File: src/sasp_pkg.sv
// Purpose: Shared constants and carrier types for the stereo audio serial port.
// Assumes: System clock of 40 MHz; 16-bit samples.
// Notes:   Divider pairs give the toggle rate, which is twice the bit clock.
`default_nettype none
package sasp_pkg;
  localparam int SASP_WORD_BITS       = 16;
  localparam int SASP_FRAME_BITS_SHRT = 32;
  localparam int SASP_FRAME_BITS_LONG = 50;
  localparam int SASP_FRAME_RATE_HZ   = 48000;
  localparam int SASP_SYS_CLK_HZ      = 40000000;
  localparam int SASP_SLV_BCLK_MAX_HZ = 3072000;
  localparam int SASP_DUTY_MIN_PCT    = 35;
  localparam int SASP_SLV_HALF_MIN_CYC =
    (SASP_SYS_CLK_HZ * SASP_DUTY_MIN_PCT / 100) / SASP_SLV_BCLK_MAX_HZ;
  localparam int SASP_DIV_W           = 16;
  localparam logic [15:0] SASP_DIV_NUM_1536 = 16'h0030;
  localparam logic [15:0] SASP_DIV_DEN_1536 = 16'h0271;
  localparam logic [15:0] SASP_DIV_NUM_2400 = 16'h0003;
  localparam logic [15:0] SASP_DIV_DEN_2400 = 16'h0019;
  localparam logic [4:0]  SASP_SLOT_LAST_SHRT = 5'(SASP_FRAME_BITS_SHRT / 2 - 1);
  localparam logic [4:0]  SASP_SLOT_LAST_LONG = 5'(SASP_FRAME_BITS_LONG / 2 - 1);
  localparam logic [4:0]  SASP_WORD_LAST    = 5'(SASP_WORD_BITS - 1);
  localparam logic [4:0]  SASP_WORD_DONE    = 5'(SASP_WORD_BITS);
  localparam logic        SASP_BCLK_RST     = 1'b0;
  localparam logic        SASP_WS_RST       = 1'b0;
  localparam logic [4:0]  SASP_CNT_RST      = 5'h10;

  typedef struct packed {
    logic [SASP_WORD_BITS-1:0] right;
    logic [SASP_WORD_BITS-1:0] left;
  } sasp_pair_t;

  typedef struct packed {
    logic                  master;
    logic                  long_frame;
    logic [SASP_DIV_W-1:0] div_num;
    logic [SASP_DIV_W-1:0] div_den;
  } sasp_cfg_t;
endpackage : sasp_pkg
`default_nettype wire

File: src/sasp_port.sv
// Purpose: Stereo audio serial port, clock master or clock slave.
// Assumes: All pin inputs are synchronous to sys_clk_i.
// Notes:   Bit clock edges become one-cycle rise and fall events inside.
`timescale 1ns/1ps
`default_nettype none

// Overview of operation
// - Master drives clock and select; slave receives.
// - Each channel word is 16 bits, MSB first.
// - Left sample MSB leads the serial frame.
// - MSB launched one falling edge after select change.
// - Select low carries left, high carries right.
// - Master frame is 32 or 50 bit clocks.
// - Master bit clock from fractional numerator/denominator divider.
// - Slave works with bit clocks up to 3.072 MHz.
// - Master clock halves each at least 0.35 period.
module sasp_port
  import sasp_pkg::*;
(
  // Clock, reset and enable.
  input  wire logic       sys_clk_i,
  input  wire logic       resetn_i,
  input  wire logic       en_i,
  // Configuration.
  input  wire sasp_cfg_t  cfg_i,
  // Sample streams.
  input  wire sasp_pair_t tx_pair_i,
  output logic            tx_take_o,
  output sasp_pair_t      rx_pair_o,
  output logic            rx_valid_o,
  // Bit clock pin.
  input  wire logic       bclk_i,
  output logic            bclk_o,
  output logic            bclk_oe_n_o,
  // Word select pin.
  input  wire logic       ws_i,
  output logic            ws_o,
  output logic            ws_oe_n_o,
  // Serial data pins.
  input  wire logic       serial_audio_in_i,
  output logic            serial_audio_out_o
);

  logic                  bclk_r,     bclk_nxt;
  logic                  bclk_d_r,   bclk_d_nxt;
  logic [SASP_DIV_W-1:0] acc_r,      acc_nxt;
  logic                  ws_r,       ws_nxt;
  logic                  ws_last_r,  ws_last_nxt;
  logic                  ws_chg_r,   ws_chg_nxt;
  logic [4:0]            slot_cnt_r, slot_cnt_nxt;
  logic [15:0]           tx_sh_r,    tx_sh_nxt;
  logic                  sdo_r,      sdo_nxt;
  logic [15:0]           r_hold_r,   r_hold_nxt;
  logic [15:0]           rx_sh_r,    rx_sh_nxt;
  logic [4:0]            rx_cnt_r,   rx_cnt_nxt;
  logic [15:0]           l_hold_r,   l_hold_nxt;
  sasp_pair_t            rx_pair_r,  rx_pair_nxt;
  logic                  rx_vld_r,   rx_vld_nxt;
  logic                  take_r,     take_nxt;

  logic [SASP_DIV_W:0]   acc_sum;
  logic                  wrap;
  logic                  rise_ev;
  logic                  fall_ev;
  logic                  ws_now;
  logic                  tx_load;
  logic [4:0]            slot_last;
  logic [15:0]           tx_word;
  logic [15:0]           rx_new;

  always_comb begin
    acc_sum   = {1'b0, acc_r} + {1'b0, cfg_i.div_num};
    wrap      = acc_sum >= {1'b0, cfg_i.div_den};
    rise_ev   = cfg_i.master ? (wrap & ~bclk_r) : (bclk_i & ~bclk_d_r);
    fall_ev   = cfg_i.master ? (wrap & bclk_r) : (~bclk_i & bclk_d_r);
    ws_now    = cfg_i.master ? ws_r : ws_i;
    slot_last = cfg_i.long_frame ? SASP_SLOT_LAST_LONG : SASP_SLOT_LAST_SHRT;
    tx_load   = fall_ev & ws_chg_r;
    tx_word   = ws_last_r ? r_hold_r : tx_pair_i.left;
    rx_new    = {rx_sh_r[14:0], serial_audio_in_i};

    bclk_nxt     = bclk_r;
    bclk_d_nxt   = bclk_i;
    acc_nxt      = acc_r;
    ws_nxt       = ws_r;
    ws_last_nxt  = ws_last_r;
    ws_chg_nxt   = ws_chg_r;
    slot_cnt_nxt = slot_cnt_r;
    tx_sh_nxt    = tx_sh_r;
    sdo_nxt      = sdo_r;
    r_hold_nxt   = r_hold_r;
    rx_sh_nxt    = rx_sh_r;
    rx_cnt_nxt   = rx_cnt_r;
    l_hold_nxt   = l_hold_r;
    rx_pair_nxt  = rx_pair_r;
    rx_vld_nxt   = 1'b0;
    take_nxt     = 1'b0;

    if (cfg_i.master) begin
      acc_nxt = wrap ? SASP_DIV_W'(acc_sum - {1'b0, cfg_i.div_den}) : acc_sum[SASP_DIV_W-1:0];
      if (wrap) begin
        bclk_nxt = ~bclk_r;
      end
    end else begin
      acc_nxt  = '0;
      bclk_nxt = SASP_BCLK_RST;
    end

    if (rise_ev) begin
      if (rx_cnt_r < SASP_WORD_DONE) begin
        rx_sh_nxt  = rx_new;
        rx_cnt_nxt = rx_cnt_r + 5'h01;
        if (rx_cnt_r == SASP_WORD_LAST) begin
          if (!ws_last_r) begin
            l_hold_nxt = rx_new;
          end else begin
            rx_pair_nxt = '{right: rx_new, left: l_hold_r};
            rx_vld_nxt  = 1'b1;
          end
        end
      end
      if (ws_now != ws_last_r) begin
        rx_cnt_nxt = 5'h00;
      end
      ws_last_nxt = ws_now;
      ws_chg_nxt  = ws_now != ws_last_r;
    end

    if (fall_ev) begin
      if (ws_chg_r) begin
        sdo_nxt    = tx_word[15];
        tx_sh_nxt  = {tx_word[14:0], 1'b0};
        ws_chg_nxt = 1'b0;
        if (!ws_last_r) begin
          r_hold_nxt = tx_pair_i.right;
          take_nxt   = 1'b1;
        end
      end else begin
        sdo_nxt   = tx_sh_r[15];
        tx_sh_nxt = {tx_sh_r[14:0], 1'b0};
      end
      if (cfg_i.master) begin
        if (slot_cnt_r >= slot_last) begin
          slot_cnt_nxt = 5'h00;
          ws_nxt       = ~ws_r;
        end else begin
          slot_cnt_nxt = slot_cnt_r + 5'h01;
        end
      end
    end
  end

  always_ff @(posedge sys_clk_i or negedge resetn_i) begin
    if (!resetn_i) begin
      bclk_r     <= SASP_BCLK_RST;
      bclk_d_r   <= SASP_BCLK_RST;
      acc_r      <= '0;
      ws_r       <= SASP_WS_RST;
      ws_last_r  <= SASP_WS_RST;
      ws_chg_r   <= 1'b0;
      slot_cnt_r <= 5'h00;
      tx_sh_r    <= 16'h0000;
      sdo_r      <= 1'b0;
      r_hold_r   <= 16'h0000;
      rx_sh_r    <= 16'h0000;
      rx_cnt_r   <= SASP_CNT_RST;
      l_hold_r   <= 16'h0000;
      rx_pair_r  <= '0;
      rx_vld_r   <= 1'b0;
      take_r     <= 1'b0;
    end else if (en_i) begin
      bclk_r     <= bclk_nxt;
      bclk_d_r   <= bclk_d_nxt;
      acc_r      <= acc_nxt;
      ws_r       <= ws_nxt;
      ws_last_r  <= ws_last_nxt;
      ws_chg_r   <= ws_chg_nxt;
      slot_cnt_r <= slot_cnt_nxt;
      tx_sh_r    <= tx_sh_nxt;
      sdo_r      <= sdo_nxt;
      r_hold_r   <= r_hold_nxt;
      rx_sh_r    <= rx_sh_nxt;
      rx_cnt_r   <= rx_cnt_nxt;
      l_hold_r   <= l_hold_nxt;
      rx_pair_r  <= rx_pair_nxt;
      rx_vld_r   <= rx_vld_nxt;
      take_r     <= take_nxt;
    end else begin
      rx_vld_r   <= 1'b0;
      take_r     <= 1'b0;
    end
  end

  assign bclk_oe_n_o        = ~cfg_i.master;
  assign ws_oe_n_o          = ~cfg_i.master;
  assign bclk_o             = bclk_r;
  assign ws_o               = ws_r;
  assign serial_audio_out_o = sdo_r;
  assign rx_pair_o          = rx_pair_r;
  assign rx_valid_o         = rx_vld_r;
  assign tx_take_o          = take_r;

  // Helper count of enabled cycles since the last divider toggle.
  logic [15:0] half_cnt_r;
  always_ff @(posedge sys_clk_i or negedge resetn_i) begin
    if (!resetn_i) begin
      half_cnt_r <= 16'h0000;
    end else if (en_i) begin
      half_cnt_r <= (wrap && cfg_i.master) ? 16'h0000 :
                    (half_cnt_r == 16'hFFFF ? half_cnt_r : half_cnt_r + 16'h0001);
    end
  end
endmodule : sasp_port
`default_nettype wire

File: config.mk
export PLATFORM = sky130hd
export DESIGN_NAME = sasp_port
export DESIGN_NICKNAME = d
export VERILOG_FILES = /design/src/sasp_pkg.sv /design/src/sasp_port.sv
export SDC_FILE = /design/constraint.sdc
export NUM_CORES = 1
export LEC_CHECK = 0
export ABC_AREA = 1
export BUFFER_PORTS_ARGS = -buffer_cell sky130_fd_sc_hd__buf_4
export CAP_MARGIN = 20
export CORE_MARGIN = 3
export CORE_UTILIZATION = 62
export CTS_BUF_LIST = sky130_fd_sc_hd__clkbuf_2 sky130_fd_sc_hd__clkbuf_4 sky130_fd_sc_hd__clkbuf_8
export CTS_CLUSTER_SIZE = 8
export DETAILED_ROUTE_END_ITERATION = 10
export PLACE_DENSITY_LB_ADDON = 0.15
export SLEW_MARGIN = 30
export SYNTH_ARGS = -nofsm -noshare
export SYNTH_HDL_FRONTEND = slang
export SYNTH_SLANG_ARGS = --single-unit
File: constraint.sdc
create_clock -name sys_clk_i -period 5.1 [get_ports sys_clk_i]
set_input_delay 0.51 -clock sys_clk_i [delete_from_list [all_inputs] [get_ports sys_clk_i]]
set_output_delay 0.51 -clock sys_clk_i [all_outputs]
set_load 0.05 [all_outputs]
# After elaboration in Yosys (flattened, before gate mapping)
# Index checks and enable logic that the tools add are counted.
# op_classes
add_sub_neg,4
n_lt_le_gt_ge,3
n_eq_ne,3
n_mux,26
bitwise_logic,10
n_reduce_logical,11
# op_table
cell,count
16-bit two-way mux,4
5-bit two-way mux,4
1-bit two-way mux,18
16-bit by 16-bit adder with 17-bit output,1
17-bit by 16-bit greater-or-equal comparator with 1-bit output,1
16-bit subtractor,1
"5-bit by 1-bit adder with 5-bit output, second input constant",2
5-bit AND reduction,2
3-bit AND reduction,3
4-bit AND reduction,2
1-bit NOT,6
2-bit AND reduction,3
"5-bit by 4-bit equality test with 1-bit output, second input constant",1
5-bit greater-or-equal comparator,1
"5-bit less-than comparator, second input constant",1
1-bit bitwise AND,4
"2-bit by 1-bit != test with 1-bit output, second input constant",1
2-bit nonzero test,1
1-bit != test,1
# totals
reg_bits,129
word_cells,74

# Depth between registers and ports, before layout
# depth
depth_word,7
ltp_mapped,28
ltp_nobuf,27

# Least setup slack after synthesis
# OpenSTA, ideal clock, no wires.
# synth_timing
kind,input -> register
from,input cfg_i[18] (netlist bit)
to,register rx_pair_r (netlist bit rx_pair_o[0])
t_arrival_ps,3485
path_slack_ps,1497
stages,24
n_path_buf,2
cell_sequence,ha_1 -> a21oi_1 -> nand2_1 -> a21boi_0 -> o21ai_0 -> a21oi_1 -> xor2_1 -> inv_1 -> ha_1 -> nand2_1 -> nor2_2 -> nand2_1 -> o21ai_1 -> nand2_1 -> nand3_1 -> nor2_2 -> nand2_1 -> nand2_2 -> nand2_4 -> nand3_4 -> buf_6 -> buf_6 -> nand2_1 -> nand2_1
# synth_between
elab_chain_len,5
# synth_rtl
element,line_no,source
"start, declared",sasp_port.sv:25,"input wire sasp_cfg_t cfg_i,"
16-bit by 16-bit adder with 17-bit output,sasp_port.sv:72,"acc_sum = {1'b0, acc_r} + {1'b0, cfg_i.div_num};"
17-bit by 16-bit greater-or-equal comparator with 1-bit output,sasp_port.sv:73,"wrap = acc_sum >= {1'b0, cfg_i.div_den};"
1-bit bitwise AND,sasp_port.sv:74,rise_ev = cfg_i.master ? (wrap & ~bclk_r) : (bclk_i & ~bclk_d_r);
1-bit two-way mux,sasp_port.sv:74,
5-bit AND reduction (no source line),n/a,
"end signal, assigned",sasp_port.sv:185,rx_pair_r <= rx_pair_nxt;
"end, declared",sasp_port.sv:57,"sasp_pair_t rx_pair_r, rx_pair_nxt;"
# No other way between the ends.
# A chain may end at the register's enable or synchronous reset.

# Worst setup path in the final report
# layout_timing
from,register acc_r[2]
to,register l_hold_r[4]
# layout_between
elab_chain_len,5
# layout_rtl
element,line_no,source
"start, declared",sasp_port.sv:46,"logic [SASP_DIV_W-1:0] acc_r, acc_nxt;"
"start signal, assigned",sasp_port.sv:174,acc_r <= acc_nxt;
16-bit by 16-bit adder with 17-bit output,sasp_port.sv:72,
17-bit by 16-bit greater-or-equal comparator with 1-bit output,sasp_port.sv:73,
1-bit bitwise AND,sasp_port.sv:74,
1-bit two-way mux,sasp_port.sv:74,
5-bit AND reduction (no source line),n/a,
"end signal, assigned",sasp_port.sv:184,l_hold_r <= l_hold_nxt;
"end, declared",sasp_port.sv:56,"logic [15:0] l_hold_r, l_hold_nxt;"
# No other way between the ends.

==> flow_metrics.env <==
export IMPL_status="finished, final reports clean"
export IMPL_fin_nets=1129
export IMPL_setup_tns_ns=0
export IMPL_clock_skew_ns=0.0129
export IMPL_start_util=0.649
export IMPL_final_antenna_net_count=0
export IMPL_numClockSinks=128
export IMPL_grt_util_all_layers=0.249
export IMPL_crit_required_ns=5.39
export IMPL_cp_start_kind="flip-flop"
export IMPL_clk_latency_ns=0.44
export IMPL_p_seq_frac=0.313
export IMPL_synth_seq_cells=128
export IMPL_overflow=0
export IMPL_clk_pin_slew_ns=0.08
export IMPL_layout_common_cells="276 x nand2_1, 127 x dfrtp_1, 117 x buf_4, 102 x inv_1, 75 x o21ai_0"
export IMPL_ios=111
export IMPL_leakage_nw=4.57
export IMPL_seq_area_frac_synth=0.444
export IMPL_path_buf_inv=1
export IMPL_max_freq_mhz=237
export IMPL_antenna_found_initial=0
export IMPL_p_total_mw=4.57
export IMPL_fin_crit_sh=0.829
export IMPL_fillerInstances=888
export IMPL_crit_family="simple AND/OR/NAND/NOR gates"
export IMPL_coreArea_sq_um=11100
export IMPL_cts_tree="done"
export IMPL_portBuffers=110
export IMPL_grt_pass1_vias=5695
export IMPL_p_per_area_nw_per_um2=537
export IMPL_die_h_um=114
export IMPL_cpMostUsedCell="nand2_1"
export IMPL_grt_util_met3=0.0435
export IMPL_slowest_stage="nand3b_2"
export IMPL_cap_viol_max_count=0
export IMPL_synth_cells=910
export IMPL_final_common_cell="nand2_1"
export IMPL_busiest_layer="met2"
export IMPL_worst_ir_drop_vdd_mv=0.356
export IMPL_htreeDepth=4
export IMPL_fin_crit_ns=4.23
export IMPL_netlist_area_sq_um=7220
export IMPL_ys_flop_type="dfrtp_1"
export IMPL_drt_pass1_iterations=5
export IMPL_wl_per_cell_um=13.3
export IMPL_seq_area_sq_um=3200
export IMPL_cts_resized_gates=0
export IMPL_cp_cell_sequence="ha_1, a21oi_1, nand2_1, a21boi_0, o21ai_0, a21oi_1, xor2_1, inv_1, ha_1, nand2_1, nor2_2, nand2_1, o21ai_1, nand2_1, nand3_1, nor2_2, nand2_1, nand2_2, nand2_4, nand3b_2, nand2_1, o21ai_0"
export IMPL_drive_gt1_frac=0.172
export IMPL_synth_nets=1023
export IMPL_hold_path_class="in2reg"
export IMPL_diodes=0
export IMPL_power_switching_mw=2.00
export IMPL_cp_arrival_ns=4.52
export IMPL_path_class="reg2reg"
export IMPL_avgSynthCellArea_sq_um=7.93
export IMPL_grt_max_degree=60
export IMPL_routed_wirelength_mm=15.5
export IMPL_p_int_mw=2.57
export IMPL_fp_dieW_um=114
export IMPL_num_vias=6160
export IMPL_pwr_share_clk=0.190
export IMPL_yosysUniqueCellTypes=40
export IMPL_place_area_sq_um=8100
export IMPL_relSlewSlack=0.421
export IMPL_whs_ns=0.289
export IMPL_async_flop_share=1.00
export IMPL_drt_iter0_markers=527
export IMPL_grt_pass1_wl_mm=26.2
export IMPL_hold_buffers=1
export IMPL_area_growth_synth_to_final_pct=17.9
export IMPL_placed_cells=1136
export IMPL_multi_input_area_sq_um=3440
export IMPL_rows=38
export IMPL_yosys_warnings=0
export IMPL_synth_enable_flop_cells=0
export IMPL_drc_errors=0
export IMPL_worstMarginPinSlew_ns=0.869
export IMPL_setup_viol=0
export IMPL_hold_viol=0
export IMPL_cp_max_fo=32
export IMPL_cts_setup_buffers=0
export IMPL_swShare=0.437
export IMPL_dp_hpwl_mm=11.4
export IMPL_final_max_slew_viol_count=0
export IMPL_die_area_sq_um=13000
export IMPL_slowest_delay_ns=0.46
export IMPL_via_per_inst=5.27
export IMPL_grtUsageMet1=0.362
export IMPL_final_area_sq_um=8510
export IMPL_p_comb_frac=0.497
export IMPL_layout_cells_non_filler=1169
export IMPL_clockRootBuffer="clkbuf_8"
export IMPL_grt_setup_unrepaired="false"
export IMPL_cts_made_buffers=17
export IMPL_grt_use_met2=0.380
export IMPL_gp_congestion=0.923
export IMPL_cp_end_kind="flip-flop"
export IMPL_clockBufferDepth=2
[layer usage]
metal  vias to the layer above  share of wire  wire [um]
met5                         -              0          0
met4                         0          0.017        261
met3                        27          0.057        885
met2                       184           0.45       7020
met1                      2805           0.47       7360
li1                       3144              -          -
[kinds of logic after synthesis]
| logic type | after synthesis | share of synthesized area |
|---|---|---|
| fa+ha+maj | 41 | 0.0732 |
| flops | 128 | 0.444 |
| buf+inv | 138 | 0.0787 |
| simple gates | 392 | 0.230 |
| xor+xnor | 33 | 0.0401 |
| compound gates | 178 | 0.134 |
[final timing paths]
kind	start	to	slack [ns]	depth (start not counted)
setup / recovery	acc_r[2]	l_hold_r[4]	0.87	22
hold / removal	tx_pair_i[24]	r_hold_r[8]	0.29	3
setup reg to reg	acc_r[2]	l_hold_r[4]	0.87	22
hold reg to reg	l_hold_r[7]	rx_pair_o[7]	0.47	2
max in group asynchronous	resetn_i	l_hold_r[8]	3.47	3
min in group asynchronous	resetn_i	acc_r[2]	0.54	2
[registers in the layout (all words and copies together), names as in the netlist, 5 cells and up]
signal / cells
l_hold_r: 16
acc_r: 16
rx_sh_r: 15
r_hold_r: 16
tx_sh_r: 15
rx_pair_o: 32
rx_cnt_r: 5
slot_cnt_r: 5
[stage by stage]
step	worst slack [ns]	utilization
detailed placement	0.671	0.728
global route	0.402	0.765
CTS	0.861	0.765
floorplan	1.50	-
global placement	0.900	0.728
finish	0.872	0.765
[worst register-to-register path, delay by kind of cell (launching register included)]
family / cells / cell delay, ns
xor+xnor: 1 / 0.22
buf+inv: 1 / 0.07
fa+ha+maj: 2 / 0.67
simple gates: 12 / 1.65
flops: 1 / 0.39
compound gates: 6 / 1.11
[cells in the mapped netlist (6+ instances only)]
library cell | n | share of area
nor2_1 | 45 | 0.023
nand3_1 | 44 | 0.031
o21ai_1 | 29 | 0.020
nand2_1 | 276 | 0.14
a21oi_1 | 38 | 0.026
ha_1 | 39 | 0.068
o211ai_1 | 6 | 0.0062
o22ai_1 | 15 | 0.013
xnor2_1 | 11 | 0.013
inv_1 | 102 | 0.053
buf_2 | 14 | 0.0097
xor2_1 | 22 | 0.027
clkbuf_1 | 10 | 0.0052
dfrtp_1 | 127 | 0.44
o21ai_0 | 75 | 0.052
[layout make-up]
type	instances	share of cell area
tap	140	0.0206
sequential	128	0.377
multi-input combinational	644	0.405
clock buffer	20	0.0309
inverter	107	0.0472
timing repair buffer	118	0.104
clock inverter	12	0.0157
[power by group through the flow]
stage / sequential (mW) / combinational, mW / clock, mW
floorplan: 1.40 / 1.80 / 0
global placement: 1.44 / 2.20 / 0
detailed placement: 1.45 / 2.24 / 0
CTS: 1.43 / 2.25 / 0.887
global route: 1.47 / 2.58 / 0.929
finish: 1.43 / 2.27 / 0.867
(Power assumes the default switching activity.)
